### src/include/scpip_map.vh
// Constants for the command text parser: character codes, lengths and states.
// Assumes 8-bit ASCII characters arrive one per clock from the system bus side.
`ifndef SCPIP_MAP_VH
`define SCPIP_MAP_VH

// =====================================================================
// Character codes
`define SCPIP_CH_STAR 8'h2A
`define SCPIP_CH_COLON 8'h3A
`define SCPIP_CH_SEMI 8'h3B
`define SCPIP_CH_SPACE 8'h20
`define SCPIP_CH_QUERY 8'h3F
`define SCPIP_CH_NL 8'h0A
`define SCPIP_CH_LC_A 8'h61
`define SCPIP_CH_LC_Z 8'h7A
`define SCPIP_CASE_BIT 8'h20

// =====================================================================
// Keyword sizes
`define SCPIP_KEY_MAX 4'h0C
`define SCPIP_COMMON_MIN 4'h4
`define SCPIP_COMMON_MAX 4'h5
`define SCPIP_NUM_KEYS 14
`define SCPIP_ID_NONE 4'h0

// =====================================================================
// Parser states
`define SCPIP_ST_KEY 2'b00
`define SCPIP_ST_PARAM 2'b01
`define SCPIP_ST_SKIP 2'b10

`endif

### src/logic/scpip_key_match.v
// Keyword table and matcher: compares one upper-cased keyword with every entry.
// Assumes the keyword is held newest character in the low byte, at most twelve bytes.
`include "scpip_map.vh"
`timescale 1ns/1ps

module scpip_key_match (
	key_buf,
	key_len,
	match_hit,
	match_id,
	match_implied
);
	input wire [95:0] key_buf;
	input wire [3:0] key_len;
	output reg match_hit;
	output reg [3:0] match_id;
	output reg match_implied;

	// =====================================================================
	// Table: {implied root child, short length, long length, zero padded long text}.
	function [104:0] entry;
		input integer idx;
		begin
			case (idx)
				1: entry = {1'b0, 4'h4, 4'h6, 48'h0000_0000_0000, "SOURCE"};
				2: entry = {1'b1, 4'h4, 4'h8, 32'h0000_0000, "FUNCTION"};
				3: entry = {1'b0, 4'h4, 4'h5, 56'h00_0000_0000_0000, "SHAPE"};
				4: entry = {1'b1, 4'h4, 4'h9, 24'h00_0000, "FREQUENCY"};
				5: entry = {1'b0, 4'h3, 4'hB, 8'h00, "CALIBRATION"};
				6: entry = {1'b0, 4'h3, 4'h6, 48'h0000_0000_0000, "SECURE"};
				7: entry = {1'b0, 4'h4, 4'h5, 56'h00_0000_0000_0000, "STATE"};
				8: entry = {1'b0, 4'h4, 4'h4, 64'h0000_0000_0000_0000, "CODE"};
				9: entry = {1'b0, 4'h4, 4'h5, 56'h00_0000_0000_0000, "COUNT"};
				10: entry = {1'b0, 4'h4, 4'h6, 48'h0000_0000_0000, "OUTPUT"};
				11: entry = {1'b0, 4'h4, 4'h7, 40'h00_0000_0000, "TRIGGER"};
				12: entry = {1'b0, 4'h4, 4'h6, 48'h0000_0000_0000, "SYSTEM"};
				13: entry = {1'b0, 4'h3, 4'h5, 56'h00_0000_0000_0000, "ERROR"};
				default: entry = {1'b0, 4'h4, 4'h4, 64'h0000_0000_0000_0000, "LOAD"};
			endcase
		end
	endfunction

	// =====================================================================
	// Per entry match against the exact long form or the exact short form.
	wire [`SCPIP_NUM_KEYS-1:0] hit;
	wire [`SCPIP_NUM_KEYS-1:0] impl;

	genvar g;
	generate
		for (g = 0; g < `SCPIP_NUM_KEYS; g = g + 1) begin : g_key
			wire [104:0] e = entry(g + 1);
			wire [3:0] short_len = e[103:100];
			wire [3:0] long_len = e[99:96];
			wire [95:0] short_txt = e[95:0] >> {long_len - short_len, 3'b000};
			reg same_long;
			reg same_short;
			integer j;
			always @* begin
				same_long = 1'b1;
				same_short = 1'b1;
				for (j = 0; j < 12; j = j + 1) begin
					if (j < key_len) begin
						if (key_buf[8*j +: 8] != e[8*j +: 8])
							same_long = 1'b0;
						if (key_buf[8*j +: 8] != short_txt[8*j +: 8])
							same_short = 1'b0;
					end
				end
			end
			// Only the two exact spellings select the entry.
			assign hit[g] = (key_len == long_len && same_long) ||
				(key_len == short_len && same_short);
			assign impl[g] = e[104];
		end
	endgenerate

	integer k;
	always @* begin
		match_hit = 1'b0;
		match_id = `SCPIP_ID_NONE;
		match_implied = 1'b0;
		for (k = 0; k < `SCPIP_NUM_KEYS; k = k + 1) begin
			if (hit[k] && !match_hit) begin
				match_hit = 1'b1;
				match_id = k[3:0] + 4'h1;
				match_implied = impl[k];
			end
		end
	end

endmodule

### src/logic/scpip_parser.v
// Command text parser: splits command lines into keywords, parameters and events.
// Assumes characters come from logic on clk, one per cycle while char_valid is high.
`include "scpip_map.vh"
`timescale 1ns/1ps

module scpip_parser #(
	parameter LEVEL_W = 3
) (
	clk,
	sys_rst,
	char_valid,
	char_data,
	kw_valid,
	kw_id,
	kw_level,
	kw_text,
	kw_common,
	kw_query,
	kw_implied,
	param_valid,
	param_data,
	cmd_end,
	cmd_default,
	resp_req,
	cmd_error
);
	input wire clk;
	input wire sys_rst;
	input wire char_valid;
	input wire [7:0] char_data;
	output reg kw_valid;
	output reg [3:0] kw_id;
	output reg [LEVEL_W-1:0] kw_level;
	output reg [95:0] kw_text;
	output reg kw_common;
	output reg kw_query;
	output reg kw_implied;
	output reg param_valid;
	output reg [7:0] param_data;
	output reg cmd_end;
	output reg cmd_default;
	output reg resp_req;
	output reg cmd_error;

	// =====================================================================
	// State.
	reg [1:0] state_q;
	reg [95:0] buf_q;
	reg [3:0] len_q;
	reg star_q;
	reg qry_q;
	reg ovf_q;
	reg cmd_qry_q;
	reg got_param_q;
	reg cmd_common_q;
	reg [LEVEL_W-1:0] level_q;

	// =====================================================================
	// Character classes.
	wire is_lower = char_data >= `SCPIP_CH_LC_A && char_data <= `SCPIP_CH_LC_Z;
	wire [7:0] ch_up = is_lower ? (char_data & ~`SCPIP_CASE_BIT) : char_data;
	wire is_colon = char_data == `SCPIP_CH_COLON;
	wire is_semi = char_data == `SCPIP_CH_SEMI;
	wire is_space = char_data == `SCPIP_CH_SPACE;
	wire is_nl = char_data == `SCPIP_CH_NL;
	wire is_query = char_data == `SCPIP_CH_QUERY;
	wire key_end = is_colon || is_semi || is_space || is_nl;
	wire cmd_stop = is_semi || is_nl;
	wire [3:0] common_len = len_q + {3'b000, qry_q};

	// =====================================================================
	// Keyword table lookup.
	wire match_hit;
	wire [3:0] match_id;
	wire match_implied;

	scpip_key_match u_match (
		.key_buf(buf_q),
		.key_len(len_q),
		.match_hit(match_hit),
		.match_id(match_id),
		.match_implied(match_implied)
	);

	// Keyword is good when common with legal length, or a table hit without overflow.
	wire common_ok = common_len >= `SCPIP_COMMON_MIN && common_len <= `SCPIP_COMMON_MAX;
	wire key_ok = star_q ? common_ok : (match_hit && !ovf_q);
	wire implied = !star_q && level_q == {LEVEL_W{1'b0}} && match_implied;

	// =====================================================================
	// Tree level bookkeeping.
	wire [LEVEL_W-1:0] key_level = level_q + {{(LEVEL_W-1){1'b0}}, implied};
	wire [LEVEL_W-1:0] child_level = key_level + {{(LEVEL_W-1){1'b0}}, 1'b1};
	wire level_full = &key_level;
	// A colon after a common or query keyword, or at the deepest level, is malformed.
	wire bad_colon = is_colon && (star_q || qry_q || level_full);

	// =====================================================================
	// Parser.
	always @(posedge clk or posedge sys_rst) begin
		if (sys_rst) begin
			state_q <= `SCPIP_ST_KEY;
			buf_q <= 96'h0;
			len_q <= 4'h0;
			star_q <= 1'b0;
			qry_q <= 1'b0;
			ovf_q <= 1'b0;
			cmd_qry_q <= 1'b0;
			cmd_common_q <= 1'b0;
			got_param_q <= 1'b0;
			level_q <= {LEVEL_W{1'b0}};
			kw_valid <= 1'b0;
			kw_id <= 4'h0;
			kw_level <= {LEVEL_W{1'b0}};
			kw_text <= 96'h0;
			kw_common <= 1'b0;
			kw_query <= 1'b0;
			kw_implied <= 1'b0;
			param_valid <= 1'b0;
			param_data <= 8'h00;
			cmd_end <= 1'b0;
			cmd_default <= 1'b0;
			resp_req <= 1'b0;
			cmd_error <= 1'b0;
		end else begin
			kw_valid <= 1'b0;
			param_valid <= 1'b0;
			cmd_end <= 1'b0;
			resp_req <= 1'b0;
			cmd_error <= 1'b0;
			if (char_valid) begin
				case (state_q)
					`SCPIP_ST_KEY: begin
						if (key_end && len_q == 4'h0 && !qry_q) begin
							// A leading colon after a semicolon or at line start is the root.
							if (is_colon || is_nl)
								level_q <= {LEVEL_W{1'b0}};
						end else if (key_end) begin
							buf_q <= 96'h0;
							len_q <= 4'h0;
							star_q <= 1'b0;
							qry_q <= 1'b0;
							ovf_q <= 1'b0;
							if (!key_ok || bad_colon) begin
								cmd_error <= 1'b1;
								state_q <= is_nl ? `SCPIP_ST_KEY : `SCPIP_ST_SKIP;
								if (is_nl)
									level_q <= {LEVEL_W{1'b0}};
							end else begin
								kw_valid <= 1'b1;
								kw_id <= star_q ? `SCPIP_ID_NONE : match_id;
								kw_level <= key_level;
								kw_text <= buf_q;
								kw_common <= star_q;
								kw_query <= qry_q;
								kw_implied <= implied;
								cmd_qry_q <= qry_q;
								cmd_common_q <= star_q;
								got_param_q <= 1'b0;
								if (is_colon)
									level_q <= child_level;
								else if (star_q || is_nl)
									level_q <= {LEVEL_W{1'b0}};
								if (is_space)
									state_q <= `SCPIP_ST_PARAM;
								if (cmd_stop) begin
									cmd_end <= 1'b1;
									cmd_default <= 1'b1;
									resp_req <= qry_q;
								end
							end
						end else if (is_query) begin
							qry_q <= 1'b1;
						end else if (qry_q || len_q == `SCPIP_KEY_MAX) begin
							ovf_q <= 1'b1;
						end else begin
							buf_q <= {buf_q[87:0], ch_up};
							len_q <= len_q + 4'h1;
							if (len_q == 4'h0)
								star_q <= char_data == `SCPIP_CH_STAR;
						end
					end
					`SCPIP_ST_PARAM: begin
						if (cmd_stop) begin
							state_q <= `SCPIP_ST_KEY;
							cmd_end <= 1'b1;
							cmd_default <= !got_param_q;
							resp_req <= cmd_qry_q;
							if (is_nl || cmd_common_q)
								level_q <= {LEVEL_W{1'b0}};
						end else begin
							param_valid <= 1'b1;
							param_data <= char_data;
							got_param_q <= 1'b1;
						end
					end
					default: begin
						// Discard the rest of a bad command up to its separator.
						if (cmd_stop)
							state_q <= `SCPIP_ST_KEY;
						if (is_nl)
							level_q <= {LEVEL_W{1'b0}};
					end
				endcase
			end
		end
	end

endmodule

### config.mk
export PLATFORM = sky130hd
export DESIGN_NAME = scpip_parser
export DESIGN_NICKNAME = d
export VERILOG_FILES = /design/src/logic/scpip_key_match.v /design/src/logic/scpip_parser.v
export VERILOG_INCLUDE_DIRS = /design/src /design/src/include
export SDC_FILE = /design/constraint.sdc
export NUM_CORES = 1
export LEC_CHECK = 0
export BUFFER_PORTS_ARGS = -buffer_cell sky130_fd_sc_hd__buf_2
export CORE_UTILIZATION = 50
export DETAILED_ROUTE_END_ITERATION = 7
export GPL_TIMING_DRIVEN = 0
export PLACE_DENSITY_LB_ADDON = 0.05
export SYNTH_ARGS = -nofsm -noshare
export SYNTH_HDL_FRONTEND = slang
export SYNTH_SLANG_ARGS = --single-unit
export TNS_END_PERCENT = 100
### constraint.sdc
create_clock -name clk -period 19.6 [get_ports clk]
set_input_delay 2.94 -clock clk [delete_from_list [all_inputs] [get_ports clk]]
set_output_delay 2.94 -clock clk [all_outputs]
set_load 0.02 [all_outputs]
Word level (Yosys, flattened, before mapping)
Index checks and enable logic that the tools add are counted.
{ "word_totals": {"out_inout_bits": 120, "ff_bits": 229} }
{ "op_classes": {"add_sub_neg": 4, "n_bitwise": 3, "n_mux": 703, "order_cmp": 16, "n_eq_ne": 102, "n_reduce_logical": 116} }
{ "ops": {"columns": ["operator", "count"], "rows": [
  ["1-bit two-way mux", 661],
  ["8-bit by 7-bit != test with 1-bit output, second input constant", 73],
  ["96-bit two-way mux", 3],
  ["8-bit nonzero test", 9],
  ["1-bit logical AND", 47],
  ["4-bit two-way mux", 11],
  ["8-bit by 6-bit equality test with 1-bit output, second input constant", 5],
  ["3-bit two-way mux", 13],
  ["1-bit logical OR", 23],
  ["5-bit AND reduction", 4],
  ["1-bit logical NOT", 18],
  ["2-bit two-way mux", 9],
  ["6-bit AND reduction", 3],
  ["4-bit by 3-bit equality test with 1-bit output, second input constant", 4],
  ["4-bit equality test, second input constant", 4],
  ["3-bit by 4-bit < comparator with 1-bit output, first input constant", 4],
  ["4-bit < comparator, first input constant", 4],
  ["2-bit != test, second input constant", 8],
  ["2-bit nonzero test", 5],
  ["3-bit != test, second input constant", 3],
  ["8-bit by 4-bit equality test with 1-bit output, second input constant", 1],
  ["8-bit by 7-bit greater-or-equal comparator with 1-bit output, second input constant", 1],
  ["8-bit by 7-bit <= comparator with 1-bit output, second input constant", 1],
  ["1-bit by 4-bit < comparator with 1-bit output, first input constant", 2],
  ["other kinds (21)", 28]
]} }

Depth between registers and ports, before layout
{ "logic_depth": {"depth_word": 78, "depth_mapped": 20} }

By module
A second synthesis with hierarchy kept.
{ "unflattened": {"hier_cells": 1057, "hier_area_um2": 11313.4} }
{ "modules_own_cells": {"columns": ["module", "n_inst", "area_per_inst_um2", "cells_per_inst"], "rows": [
  ["scpip_parser", 1, 9495.4, 812],
  ["scpip_key_match", 1, 1818.0, 245]
]} }

Least setup slack after synthesis
Ideal clock, no wire load.
{ "synth_path": {"path_kind": "input to register", "startpoint": "input char_data[6]", "endpoint": "register kw_text[11]", "cell_stages": 9, "setup_time_ps": 128, "arrival_time_ps": 5375, "required_time_ps": 19472, "slack_ps": 14098, "cell_sequence": "or3b_2 -> nor4b_1 -> nor2_1 -> nand2_1 -> o211ai_1 -> nor3_4 -> buf_6 -> buf_8 -> mux2_1"} }
{ "synth_via": {"elab_chain_cells": 8, "elab_cells_between_ends": 14} }
{ "synth_rtl": {"columns": ["element", "line", "rtl"], "rows": [
  ["start: declaration", "scpip_parser.v:30", "input wire [7:0] char_data;"],
  ["8-bit by 6-bit equality test with 1-bit output (no source line)", null, null],
  ["1-bit logical OR (3 in a row)", "scpip_parser.v:67", "wire key_end = is_colon || is_semi || is_space || is_nl;"],
  ["1-bit logical AND (2 in a row)", "scpip_parser.v:134", "if (key_end && len_q == 4'h0 && !qry_q) begin"],
  ["1-bit NOT (no source line)", null, null],
  ["5-bit AND reduction (no source line) *", null, null],
  ["end signal: assignment", "scpip_parser.v:153", "kw_text <= buf_q;"],
  ["end: declaration", "scpip_parser.v:34", "output reg [95:0] kw_text;"]
]} }
Every way passes the cells marked *; elsewhere a longest branch is shown, timed or not.
A chain may end at the register's enable or synchronous reset.

Worst setup path in the final report
{ "layout_path": {"startpoint": "input char_data[2]", "endpoint": "register buf_q[92]"} }
{ "layout_via": {"elab_chain_cells": 8, "elab_cells_between_ends": 15} }
{ "layout_rtl": {"columns": ["element", "line", "rtl"], "rows": [
  ["8-bit by 6-bit equality test with 1-bit output (no source line)", null, null],
  ["1-bit logical OR (3 in a row)", "scpip_parser.v:67", null],
  ["1-bit logical AND (2 in a row)", "scpip_parser.v:134", null],
  ["1-bit NOT (no source line)", null, null],
  ["5-bit AND reduction (no source line)", null, null],
  ["end signal: assignment", "scpip_parser.v:177", "buf_q <= {buf_q[87:0], ch_up};"],
  ["end: declaration", "scpip_parser.v:48", "reg [95:0] buf_q;"]
]} }
Several ways; a longest one is shown, not always the timed one.

==> impl_metrics.toml <==
[setup_path]
cp-end-kind = "register"
path_max_fanout = 10
cp.required_ps = 20050
crit_type = "in2reg"
crit_arrival_ps = 6800
worst_setup_path_start_kind = "input pin"

[sta]
slew_viol_final = 0
hold_viol_final = 0
finalCritPeriodShare = 0.3239
max_freq_ghz = 0.1575
relSlewSlack = 0.2740
holdWs_ps = 469.2
rsz0062_at_grt = "false"
worst_pin_slew_ps = 1085
min_period_ps = 6349
worst_clock_skew_ps = 6.904
setup-tns-final_ps = 0
finalSetupViolCount = 0

[yosys]
synth_edf_count = 0
synthesis.nets = 939
ys_seq_area_frac = 0.5356
syn_inst = 919
ys.flop_type = "dfrtp_1"
ys_warn_count = 0
synthArstFlopShare = 1.000
ys_ff_latch = 229
netlist_area_um2 = 10700
syn_area_per_cell_um2 = 11.64
yosysUniqueCellTypes = 72

[clock_network]
cts_buffer_depth = 3
cts_root_buf = "clkbuf_16"
tritoncts = "yes"
clkTransAtPathRegs_ps = 60
htree_levels = 1
clk_latency_ps = 520
ctsResizeCount = 0
cts.sinks = 229
cts_setup_buffers = 0
numCtsBuffers = 24
hold_buffers = 0

[power]
seq_power_share = 0.435
clock_power_share = 0.269
p_sw_frac = 0.3863
combPwrFrac = 0.296
irDropWorstVdd_uv = 73.85
p_int_mw = 1.011
power_switching_uw = 636.2
total_power_mw = 1.647
leakage_nw = 6.061
power_per_cell_area_nw_per_um2 = 131.8

[cells_and_area]
diodes = 0
layout.cells.non_filler = 1366
syn_to_final_growth_pct = 16.75
fin_nets = 1094
register_area_um2 = 5731
multiInputGateArea_um2 = 4661
final_layout_size_suffix_gt1_frac = 0.2429
fillCellCount = 1762

[flow_run]
max_cap_violations = 0

[floorplanning]
dieArea_um2 = 21990
initial_core_util = 0.5090
die_y_um = 148.3
core-area_um2 = 21020
rows = 53
dieWidth_um = 148.3
io_pins = 131

[grt]
grt_pass1_wl_mm = 45.73
antenna_found_initial = 0
grt_usage = 0.2679
grt_pass1_vias = 7994
grt_max_degree = 121
overflow = 0

[drt]
routed_wl_mm = 29.07
ant_nets = 0
wl_per_cell_um = 21.28
viasPerCell = 6.091
first_iter_violations = 484
vias = 8320
dr.pass1.iters = 5
drc_errors = 0

[place]
port_buffers = 128
gp_congestion = 0.9356
hpwl_mm = 20.92
numPlacedInstances = 1323

[outcome]
outcome = "finished clean"

[hold_path]
worstHoldPathType = "reg2reg"
==> cell usage after synthesis (7+ instances only) <==
cell      instances  area (um2)
o21ai_0          16       80.08
nor4_1           21       131.4
clkbuf_1         38       142.6
and2_1            7       43.79
nor3_1           18       90.09
mux2_2           67       754.5
a21oi_1          29       145.1
ha_1              9       112.6
mux2_1           39       439.2
a31oi_1          28       175.2
nor4bb_1         10       100.1
nand4_1          18       112.6
nand4b_1         10       87.58
a22o_1          101       884.6
nor2_1           58       217.7
inv_1             8       30.03
nand2_1          64       240.2
nand3_1          21       105.1
nor2b_1          17       106.4
a41oi_1           7       61.31
dfrtp_1         229        5731
==> logic make-up after synthesis <==
group	Yosys count	share of synthesized area
buffers and inverters	62	0.02877
xor gates and xnor gates	3	0.002456
and+or+nand+nor	285	0.1498
AOI/OAI and AO/OA	224	0.1603
adders and majority gates	9	0.01053
muxes	107	0.1125
DFF	229	0.5356
==> per-stage QoR <==
step	util	cell area [um2]	worst slack [ps]
floorplan	-	10700	10380
global route	0.5942	12490	12980
global placement	0.5558	11680	7974
finish	0.5942	12490	13250
CTS	0.5942	12490	13270
detailed placement	0.5575	11720	12750
==> layer usage <==
layer / track usage / vias to the layer above / part of all wire
li1: - / 3840 / -
met1: 0.3968 / 4193 / 0.47
met2: 0.4080 / 233 / 0.45
met3: 0.03497 / 54 / 0.048
met4: 0.08608 / 0 / 0.028
met5: 0 / - / 0
==> registers in the layout (all words and copies together), names as in the netlist, 2 cells and up <==
name        count
buf_q          96
kw_text        96
param_data      8
kw_id           4
len_q           4
kw_level        3
level_q         3
state_q         2
==> power groups by stage <==
stage                     Combinational [mW]  Sequential (mW)  Clock (mW)
after floorplan                        0.359            0.660           0
after global placement                 0.477            0.720           0
after detailed placement               0.481            0.722           0
after CTS                              0.483            0.714       0.450
after global routing                   0.535            0.732       0.471
final                                  0.488            0.716       0.443
==> cell usage in the layout, fill, tap and decap left out, types with 5 or more instances in the layout <==
cell type,n
buf_2,131
nor4bb_1,10
nand4b_1,10
clkbuf_1,43
nand3_1,21
nand4_1,18
a211oi_1,5
inv_1,7
buf_4,5
or4_1,5
ha_1,9
and2_1,7
nand2_1,64
clkinv_2,7
nor3b_1,5
a31oi_1,28
nor2b_1,17
a21oi_1,29
clkbuf_16,25
nor3_1,18
nor4_1,21
mux2_1,39
mux2_2,67
a41oi_1,7
dfrtp_1,229
nor2_1,58
o21ai_0,16
a22o_1,101
==> worst max-delay path, stage by stage <==
cell and delay [ps]:
clkbuf_1 330, nor2_1 110, nand4b_1 130, nor4_1 100, nor2_1 340, nand2_1 310, a21bo_2 280, or2_2 290
nor2_1 530, clkbuf_1 690, clkbuf_1 510, a22o_1 210
==> final timing paths <==
path	from	end	slack, ps	cells after the start
min in group asynchronous	sys_rst	kw_level[2]$_DFFE_PP0P_	2550	2
max in group asynchronous	sys_rst	kw_text[36]$_DFFE_PP0P_	16010	3
hold reg to reg	param_data[2]$_DFFE_PP0P_	param_data[2]$_DFFE_PP0P_	470	2
setup reg to reg	len_q[1]$_DFFE_PP0P_	kw_id[1]$_DFFE_PP0P_	13650	20
setup / recovery	char_data[2]	buf_q[92]$_DFFE_PP0P_	13250	12
hold / removal	param_data[2]$_DFFE_PP0P_	param_data[2]$_DFFE_PP0P_	470	2
==> cell type report <==
class	instances	share of cell area
multi-input combinational	628	0.3731
clock buffer	34	0.05600
timing repair buffer	129	0.05349
sequential	229	0.4588
buffer	52	0.02164
clock inverter	9	0.005810
tap	275	0.02755
inverter	10	0.003606
No activity file was read; power rests on OpenSTA's default activity.
